[src/common/osd_pkg.sv]
`default_nettype none
package osd_pkg;
  // ************************************************************
  // timing
  // ************************************************************
  localparam int CLK_PERIOD_NS = 40;
  // vsync edges up to this long after an hsync edge count as bounce
  localparam int SYNC_GUARD_NS = 400;
  localparam int SYNC_GUARD_CYC = (SYNC_GUARD_NS + CLK_PERIOD_NS - 1) / CLK_PERIOD_NS;
  localparam logic [3:0] SYNC_GUARD_CNT = 4'(SYNC_GUARD_CYC);

  // ************************************************************
  // register columns of the last row
  // ************************************************************
  localparam logic [5:0] COL_LINE_WIDTH = 6'h0F;
  localparam logic [5:0] COL_CONTROL = 6'h11;
  localparam logic [5:0] COL_CONFIG = 6'h12;
  localparam logic [5:0] COL_LEVEL_FIRST = 6'h13;
  localparam logic [5:0] COL_LEVEL_LAST = 6'h1A;

  // ************************************************************
  // reset values and field positions
  // ************************************************************
  localparam logic [6:0] LINE_WIDTH_RST = 7'h28;
  localparam logic [7:0] CONTROL_RST = 8'h00;
  localparam logic [7:0] CONFIG_RST = 8'h40;
  localparam logic [7:0] LEVEL_RST = 8'h00;
  localparam int CTL_SCOPE_BIT = 0;
  localparam int CTL_FORCE_BLANK_BIT = 3;
  localparam int CTL_OSD_EN_BIT = 7;

  // ************************************************************
  // sizes
  // ************************************************************
  localparam int DAC_CHANNELS = 8;
  localparam logic [7:0] PWM_LAST = 8'hFF;
  localparam logic [4:0] TOGGLES_PER_UNIT = 5'h18; // two edges per pixel of 12
  localparam logic [15:0] PERIOD_MAX = 16'hFFFF;

  // ************************************************************
  // types
  // ************************************************************
  typedef struct packed {
    logic test_mode;
    logic blank_polarity_sel;
    logic dac_clock_option;
    logic sync_edge_detect_en;
    logic hsync_polarity;
    logic vsync_polarity;
    logic pll_range_hi;
    logic pll_range_lo;
  } osd_cfg_t;

  typedef struct packed {
    logic char_dot;
    logic border_dot;
    logic win_on;
    logic [2:0] win_rgb;
    logic [2:0] char_rgb;
  } osd_pixel_t;

  typedef struct packed {
    logic wr;
    logic rd;
    logic [5:0] col;
    logic [7:0] wdata;
  } osd_reg_req_t;
endpackage
`default_nettype wire

[src/rtl/osd_pwm_chan.sv]
`default_nettype none
module osd_pwm_chan (
  // clock and reset
  input wire logic clock,
  input wire logic resetn,
  // level and shared period counter
  input wire logic [7:0] level,
  input wire logic [7:0] count,
  input wire logic tick,
  // open-drain enable, high pulls low
  output logic pull_low
);
  import osd_pkg::*;

  logic [7:0] shadow;
  wire period_end = tick && (count == PWM_LAST);

  // ************************************************************
  // shadow level and output
  // ************************************************************
  // load at boundary
  // new level waits for the wrap so no runt pulse appears
  always_ff @(posedge clock or negedge resetn) begin
    if (!resetn) begin
      shadow <= LEVEL_RST;
    end else if (period_end) begin
      shadow <= level;
    end
  end

  always_ff @(posedge clock or negedge resetn) begin
    if (!resetn) begin
      pull_low <= 1'b1;
    end else begin
      pull_low <= !(count < shadow);
    end
  end
endmodule // osd_pwm_chan
`default_nettype wire

[src/rtl/osd_sync_config_pwm_dac.sv]
`default_nettype none
// How it works
// - scope bit 0 blanks on characters or windows, 1 on characters only.
// - config top bit selects test mode; software keeps it zero; here the bit is only stored.
// - blank polarity bit 1 drives high-active, 0 low-active; resets to 1.
// - shared pin gives half-tone at 0, flyback-locked square clock at 1.
// - output clock is flyback times width times 12, 6, 3 or 3/2.
// - PWM period spans 256 output clock cycles for every range.
// - edge-detect bit enables sync bounce handling; resets to 0.
// - hsync polarity bit 1 means active high, 0 active low.
// - vsync polarity bit 1 means active high, 0 active low.
// - pixel rate is flyback times width times 12; range resets to 00.
// - each output has an 8-bit width from 0/256 to 255/256.
// - level columns 19 to 26 drive outputs zero to seven.
// - all eight outputs are open drain: pull low or release.
// - video mixes window colour, border, dots and character colour.
// - width register gives pixels per line as value times 12; resets 40.
// - forced blank bit drives the blank pin high.
module osd_sync_config_pwm_dac (
  // clock and reset
  input wire logic clock,
  input wire logic resetn,
  // register port of the last row
  input wire osd_pkg::osd_reg_req_t reg_req,
  output logic [7:0] reg_rdata,
  // timing and sync inputs
  input wire logic horiz_flyback_in,
  input wire logic hsync_in,
  input wire logic vsync_in,
  // pixel source and half-tone source
  input wire osd_pkg::osd_pixel_t pixel_in,
  input wire logic half_tone_out,
  // video and blanking
  output logic red_video_out,
  output logic green_video_out,
  output logic blue_video_out,
  output logic fast_blank_out,
  output logic tone_or_clock_out,
  // open-drain converter outputs
  output logic [7:0] dac_outputs_out,
  output logic [7:0] dac_outputs_oe,
  // normalised syncs
  output logic hsync_active,
  output logic vsync_active,
  output logic sync_distortion
);
  import osd_pkg::*;

  // ************************************************************
  // registers
  // ************************************************************
  logic [6:0] line_width_units;
  logic [7:0] control;
  logic [7:0] config_reg;
  logic [7:0] dac_level_regs [DAC_CHANNELS];
  osd_cfg_t cfg;

  assign cfg = osd_cfg_t'(config_reg);

  // address decode
  wire sel_width = reg_req.col == COL_LINE_WIDTH;
  wire sel_control = reg_req.col == COL_CONTROL;
  wire sel_config = reg_req.col == COL_CONFIG;
  wire sel_level = (reg_req.col >= COL_LEVEL_FIRST) && (reg_req.col <= COL_LEVEL_LAST);
  wire [2:0] level_idx = 3'(reg_req.col - COL_LEVEL_FIRST);

  always_ff @(posedge clock or negedge resetn) begin
    if (!resetn) begin
      line_width_units <= LINE_WIDTH_RST;
    end else if (reg_req.wr && sel_width) begin
      line_width_units <= reg_req.wdata[6:0];
    end
  end

  // control byte, bits beyond blanking are kept for the display core
  always_ff @(posedge clock or negedge resetn) begin
    if (!resetn) begin
      control <= CONTROL_RST;
    end else if (reg_req.wr && sel_control) begin
      control <= reg_req.wdata;
    end
  end

  // test bit only stored
  // the test bit has no function here, so a stray set is harmless
  always_ff @(posedge clock or negedge resetn) begin
    if (!resetn) begin
      config_reg <= CONFIG_RST;
    end else if (reg_req.wr && sel_config) begin
      config_reg <= reg_req.wdata;
    end
  end

  // level registers, one per channel
  genvar gi;
  generate
    for (gi = 0; gi < DAC_CHANNELS; gi++) begin : g_level
      always_ff @(posedge clock or negedge resetn) begin
        if (!resetn) begin
          dac_level_regs[gi] <= LEVEL_RST;
        end else if (reg_req.wr && sel_level && (level_idx == 3'(gi))) begin
          dac_level_regs[gi] <= reg_req.wdata;
        end
      end
    end
  endgenerate

  // read mux; unmapped columns read as zero
  logic [7:0] rd_mux;
  always_comb begin
    rd_mux = 8'h00;
    if (sel_width) begin
      rd_mux = {1'b0, line_width_units};
    end else if (sel_control) begin
      rd_mux = control;
    end else if (sel_config) begin
      rd_mux = config_reg;
    end else if (sel_level) begin
      rd_mux = dac_level_regs[level_idx];
    end
  end

  // read data registered, held between reads
  always_ff @(posedge clock or negedge resetn) begin
    if (!resetn) begin
      reg_rdata <= 8'h00;
    end else if (reg_req.rd) begin
      reg_rdata <= rd_mux;
    end
  end

  // ************************************************************
  // line period measurement
  // ************************************************************
  logic flyback_d;
  logic [15:0] line_count;
  logic [15:0] line_period;
  wire flyback_rise = horiz_flyback_in && !flyback_d;

  // period in system clocks between flyback rising edges
  always_ff @(posedge clock or negedge resetn) begin
    if (!resetn) begin
      flyback_d <= 1'b0;
      line_count <= 16'h0000;
      line_period <= 16'h0000;
    end else begin
      flyback_d <= horiz_flyback_in;
      if (flyback_rise) begin
        line_count <= 16'h0000;
        line_period <= (line_count == PERIOD_MAX) ? PERIOD_MAX : line_count + 16'h0001;
      end else if (line_count != PERIOD_MAX) begin
        line_count <= line_count + 16'h0001;
      end
    end
  end

  // ************************************************************
  // output clock synthesis
  // ************************************************************
  // pixel rate source
  // range divides rate
  // edges per line = width * 24 >> range; 3/2 divides exactly at /8
  wire [1:0] range = {cfg.pll_range_hi, cfg.pll_range_lo};
  wire [11:0] step_full = 12'(line_width_units * TOGGLES_PER_UNIT);
  wire [11:0] step = step_full >> range;
  logic [15:0] phase_acc;
  logic dac_clk;
  logic dac_tick;
  wire [16:0] acc_sum = {1'b0, phase_acc} + {5'h00, step};
  wire edge_due = (line_period != 16'h0000) && (acc_sum >= {1'b0, line_period});
  wire [16:0] acc_rem = acc_sum - {1'b0, line_period};
  // one edge per system clock at most; rates beyond that saturate
  wire [15:0] next_phase_acc = !edge_due ? acc_sum[15:0] :
                               (acc_rem >= {1'b0, line_period}) ? 16'h0000 : acc_rem[15:0];

  // flyback locked clock
  // the flyback edge realigns phase so the clock stays line synchronous
  always_ff @(posedge clock or negedge resetn) begin
    if (!resetn) begin
      phase_acc <= 16'h0000;
      dac_clk <= 1'b0;
      dac_tick <= 1'b0;
    end else if (flyback_rise) begin
      phase_acc <= 16'h0000;
      dac_clk <= 1'b0;
      dac_tick <= 1'b0;
    end else begin
      phase_acc <= next_phase_acc;
      dac_clk <= dac_clk ^ edge_due;
      dac_tick <= edge_due && !dac_clk;
    end
  end

  // ************************************************************
  // converter period counter and channels
  // ************************************************************
  logic [7:0] pwm_count;

  always_ff @(posedge clock or negedge resetn) begin
    if (!resetn) begin
      pwm_count <= 8'h00;
    end else if (dac_tick) begin
      pwm_count <= pwm_count + 8'h01;
    end
  end

  generate
    for (gi = 0; gi < DAC_CHANNELS; gi++) begin : g_chan
      osd_pwm_chan u_chan (
        .clock(clock),
        .resetn(resetn),
        .level(dac_level_regs[gi]),
        .count(pwm_count),
        .tick(dac_tick),
        .pull_low(dac_outputs_oe[gi])
      );
    end
  endgenerate

  // open-drain low only
  // the data side is always low; only the enable moves
  always_ff @(posedge clock or negedge resetn) begin
    if (!resetn) begin
      dac_outputs_out <= 8'h00;
    end else begin
      dac_outputs_out <= 8'h00;
    end
  end

  // ************************************************************
  // sync inputs
  // ************************************************************
  osd_sync_in u_sync (
    .clock(clock),
    .resetn(resetn),
    .hsync_in(hsync_in),
    .vsync_in(vsync_in),
    .hsync_polarity(cfg.hsync_polarity),
    .vsync_polarity(cfg.vsync_polarity),
    .sync_edge_detect_en(cfg.sync_edge_detect_en),
    .hsync_active(hsync_active),
    .vsync_active(vsync_active),
    .sync_distortion(sync_distortion)
  );

  // ************************************************************
  // colour encoder and blanking
  // ************************************************************
  wire osd_on = control[CTL_OSD_EN_BIT];
  wire char_shown = osd_on && (pixel_in.char_dot || pixel_in.border_dot);
  wire win_shown = osd_on && pixel_in.win_on;
  wire blank_scope_sel = control[CTL_SCOPE_BIT];
  wire blank_show = blank_scope_sel ? char_shown : (char_shown || win_shown);
  wire blank_level = cfg.blank_polarity_sel ? blank_show : !blank_show;
  wire next_fast_blank = control[CTL_FORCE_BLANK_BIT] ? 1'b1 : blank_level;

  // colour priority
  // border blackedge beats the dot, the dot beats the window
  logic [2:0] next_rgb;
  always_comb begin
    next_rgb = 3'h0;
    if (!osd_on || pixel_in.border_dot) begin
      next_rgb = 3'h0;
    end else if (pixel_in.char_dot) begin
      next_rgb = pixel_in.char_rgb;
    end else if (pixel_in.win_on) begin
      next_rgb = pixel_in.win_rgb;
    end
  end

  wire next_shared = cfg.dac_clock_option ? dac_clk : half_tone_out;

  // pin flops
  always_ff @(posedge clock or negedge resetn) begin
    if (!resetn) begin
      red_video_out <= 1'b0;
      green_video_out <= 1'b0;
      blue_video_out <= 1'b0;
      fast_blank_out <= 1'b0;
      tone_or_clock_out <= 1'b0;
    end else begin
      {red_video_out, green_video_out, blue_video_out} <= next_rgb;
      fast_blank_out <= next_fast_blank;
      tone_or_clock_out <= next_shared;
    end
  end
endmodule // osd_sync_config_pwm_dac
`default_nettype wire

[src/rtl/osd_sync_in.sv]
`default_nettype none
module osd_sync_in (
  // clock and reset
  input wire logic clock,
  input wire logic resetn,
  // raw sync pins and settings
  input wire logic hsync_in,
  input wire logic vsync_in,
  input wire logic hsync_polarity,
  input wire logic vsync_polarity,
  input wire logic sync_edge_detect_en,
  // normalised syncs, high while active
  output logic hsync_active,
  output logic vsync_active,
  output logic sync_distortion
);
  import osd_pkg::*;

  logic [3:0] guard;
  wire h_now = hsync_polarity ? hsync_in : !hsync_in;
  wire v_now = vsync_polarity ? vsync_in : !vsync_in;
  wire h_edge = h_now != hsync_active;
  wire v_change = v_now != vsync_active;
  wire in_guard = sync_edge_detect_en && ((guard != 4'h0) || h_edge);

  // ************************************************************
  // guard window after each hsync edge
  // ************************************************************
  // bounce detection
  // a vsync edge in the window is held back until it closes
  always_ff @(posedge clock or negedge resetn) begin
    if (!resetn) begin
      guard <= 4'h0;
    end else if (h_edge) begin
      guard <= SYNC_GUARD_CNT;
    end else if (guard != 4'h0) begin
      guard <= guard - 4'h1;
    end
  end

  // syncs, and a flag for every cycle that a vsync edge is held back
  always_ff @(posedge clock or negedge resetn) begin
    if (!resetn) begin
      hsync_active <= 1'b0;
      vsync_active <= 1'b0;
      sync_distortion <= 1'b0;
    end else begin
      hsync_active <= h_now;
      if (!in_guard) begin
        vsync_active <= v_now;
      end
      sync_distortion <= v_change && in_guard;
    end
  end
endmodule // osd_sync_in
`default_nettype wire

[config.mk]
export PLATFORM = sky130hd
export DESIGN_NAME = osd_sync_config_pwm_dac
export DESIGN_NICKNAME = d
export VERILOG_FILES = /design/src/common/osd_pkg.sv /design/src/rtl/osd_pwm_chan.sv /design/src/rtl/osd_sync_config_pwm_dac.sv /design/src/rtl/osd_sync_in.sv
export SDC_FILE = /design/constraint.sdc
export NUM_CORES = 1
export LEC_CHECK = 0
export BUFFER_PORTS_ARGS = -buffer_cell sky130_fd_sc_hd__buf_2
export CAP_MARGIN = 5
export CORE_AREA = 2 2 236 238
export DETAILED_ROUTE_END_ITERATION = 8
export DIE_AREA = 0 0 238 240
export PLACE_DENSITY_LB_ADDON = 0.05
export SYNTH_ARGS = -nofsm -noshare
export SYNTH_HDL_FRONTEND = slang
export SYNTH_SLANG_ARGS = --single-unit
export TNS_END_PERCENT = 20
[constraint.sdc]
create_clock -name clock -period 17.3 [get_ports clock]
set_input_delay 1.73 -clock clock [delete_from_list [all_inputs] [get_ports clock]]
set_output_delay 1.73 -clock clock [all_outputs]
set_load 0.02 [all_outputs]
==> results.tsv <==
metric	value	unit
status	complete, no violations	
diodes	0	
fin_crit_sh	0.420	
place_worst_setup_slack	9.98	ns
yosysSeqAreaShare	0.440	
syn_avg_cell_area	10.5	um^2
setup_viol	0	
vias	9228	
synth_ff_type	dfrtp_1	
async_reset_ff_frac	1.00	
yosys.area_share.adder	0.115	
antenna_found_initial	1	
ys.warnings.count	0	
dpl_cell_area	0.0145	mm^2
hold_class	reg2reg	
gp_congestion	0.706	
cp_top_family	compound AO/OA/AOI/OAI gates	
crit_arrival	7.75	ns
place_inst	2009	
final_common_cell	dfrtp_1	
worst_slack	10.03	ns
p_per_area	168	mW/mm^2
startpoint_type	flip-flop	
drt_drc_violations_left	0	
grt_pass1_wl	59700	um
muxShareOfSynthArea	0.121	
cts_made_buffers	35	
p_leak	7.16	nW
drive_gt1_frac	0.189	
initialDrtViolationCount	344	
synth_compound_area_frac	0.129	
routedWlPerCell	18.3	um
syn_area	0.0136	mm^2
path_clk_slew	0.06	ns
syn2layout_area_growth	15.2	%
grt_max_degree	114	
worst_pin_slew	1.08	ns
synth.distinct_cells	64	
grt.total_usage	0.137	
cp_slowest_cell	a211oi_1	
drt_pass1_iterations	4	
via_per_inst	4.46	
clock_sinks	238	
cp.required	17.78	ns
endpoint_kind	flip-flop	
ys_ff_latch	238	
fin_setup_tns	0	ns
maxCapViolations	0	
layout.cells.non_filler	2071	
core_area	0.0547	mm^2
finalCriticalPeriod	7.27	ns
final_cell_mix	dfrtp_1, ha_1, mux2_2	
dp.final_hpwl	26800	um
die_x	238	um
crit_path_max_fanout	16	
synth_edf_count	0	
grt_pass1_vias	9722	
relSlewSlack	0.277	
start_util	0.248	
die-area	0.0571	mm^2
peakVddDrop	81.1	uV
hold_buffers	0	
nNetsFinal	1496	
synthSimpleGateAreaFrac	0.103	
fin_skew	0.0264	ns
power	2.62	mW
post-cts-setup-buffers	0	
io_buffers	54	
insertion_delay	0.56	ns
drt-total-wl	37900	um
rsz0062_at_grt	false	
ant_nets	0	
gr-total-overflow	0	
cts_resized	0	
cts_buffer_depth	3	
rows	86	
synth_xor_area_frac	0.0400	
cts_tree	done	
path_class	reg2reg	
finalHoldViolCount	0	
synth_top_family_by_area	compound AO/OA/AOI/OAI gates	
syn_inst	1296	
final_area	0.0156	mm^2
fp.dieH	240	um
fmax	138	MHz
htreeDepth	2	
slew_viol_final	0	
ios	63	
worst-path-buf-inv	1	
slowest_delay	0.49	ns
cts-root-buf	clkbuf_16	
cells by family after synthesis:
kind of cell | Yosys count
buffers and inverters | 164
xor gates and xnor gates | 62
other | 1
DFF | 238
and+or+nand+nor | 299
adders and majority gates | 123
muxes | 131
AOI/OAI and AO/OA | 278
state kept, by name, indices dropped and copies added, names as in the netlist, 4 cells and up:
name	cells
phase_acc	16
pwm_count	8
reg_rdata	8
line_count	16
line_width_units	7
line_period	16
dac_level_regs	64
g_chan.u_chan.shadow	64
control	8
g_chan.u_chan.pull_low	8
u_sync.guard	4
cfg	8
layout make-up:
| type | instances | area (um^2) |
|---|---|---|
| flip-flops and latches | 238 | 5970 |
| repair buffers | 60 | 325 |
| clock inverters | 10 | 138 |
| well taps | 704 | 881 |
| multi-input cells | 901 | 6930 |
| inverters | 106 | 398 |
| fillers | 5787 | 39000 |
| clock buffers | 52 | 980 |
power by group:
| part | leakage (nW) | total [mW] | internal (mW) | switching (mW) |
|---|---|---|---|---|
| sequential | 3.16 | 0.718 | 0.641 | 0.0771 |
| combinational | 3.45 | 1.20 | 0.531 | 0.668 |
| clock | 0.547 | 0.706 | 0.425 | 0.281 |
cell usage after synthesis, types with 4 or more instances:
cell type    n  share of area
mux2i_1      8         0.0059
nor2b_1     17         0.0078
a22oi_1     10         0.0055
a21oi_1     74          0.027
clkbuf_1    33         0.0091
mux2_2     107          0.089
nand4_1      9         0.0042
o2bb2ai_1    8         0.0052
o22ai_1      4         0.0018
a2bb2o_1     4         0.0030
a21o_1      39          0.022
mux4_2      16          0.027
nand2b_1    17         0.0078
dfrtp_1    227           0.42
o21a_1      11         0.0061
a31oi_1      4         0.0018
buf_2        6         0.0022
nand3_1     15         0.0055
inv_1      106          0.029
nand2_1    105          0.029
nor2_1      90          0.025
ha_1       120           0.11
nor4_1       4         0.0018
buf_4       17         0.0094
xor2_1      29          0.019
xnor2_1     33          0.021
and3_1      12         0.0055
o21ai_0     97          0.036
dfstp_2     11          0.021
and2_1       7         0.0032
nor3_1      10         0.0037
worst paths after layout:
path	start	slack, ns	end	cells past startpoint
hold / removal	dac_level_regs[3]	0.49	g_chan[7].u_chan.shadow[3]	2
min in group asynchronous	resetn	1.22	g_chan[0].u_chan.shadow[7]	1
setup / recovery	line_width_units[0]	10.03	phase_acc[3]	30
hold reg to reg	dac_level_regs[3]	0.49	g_chan[7].u_chan.shadow[3]	2
max in group asynchronous	resetn	13.80	line_period[11]	3
setup reg to reg	line_width_units[0]	10.03	phase_acc[3]	30
per-stage QoR:
step,hold slack (ns),util
2_1_floorplan,0.452,-
3_3_place_gp,0.487,0.265
3_5_place_dp,0.489,0.265
4_1_cts,0.481,0.286
5_1_grt,0.525,0.286
6_report,0.490,0.286
metal layers:
metal / part of all wire / routed length [um] / GRT usage
met4: 0.021 / 786 / 0.0375
met5: 0.00034 / 13 / 0
met3: 0.030 / 1140 / 0.0250
met1: 0.50 / 18800 / 0.189
met2: 0.45 / 17100 / 0.219
worst min-delay path: cells and delay by family (launching register included):
family             cells  cell delay (ns)
DFF                    1             0.36
AOI/OAI and AO/OA      1             0.06
and+or+nand+nor        1             0.05
(Power assumes the default switching activity.)
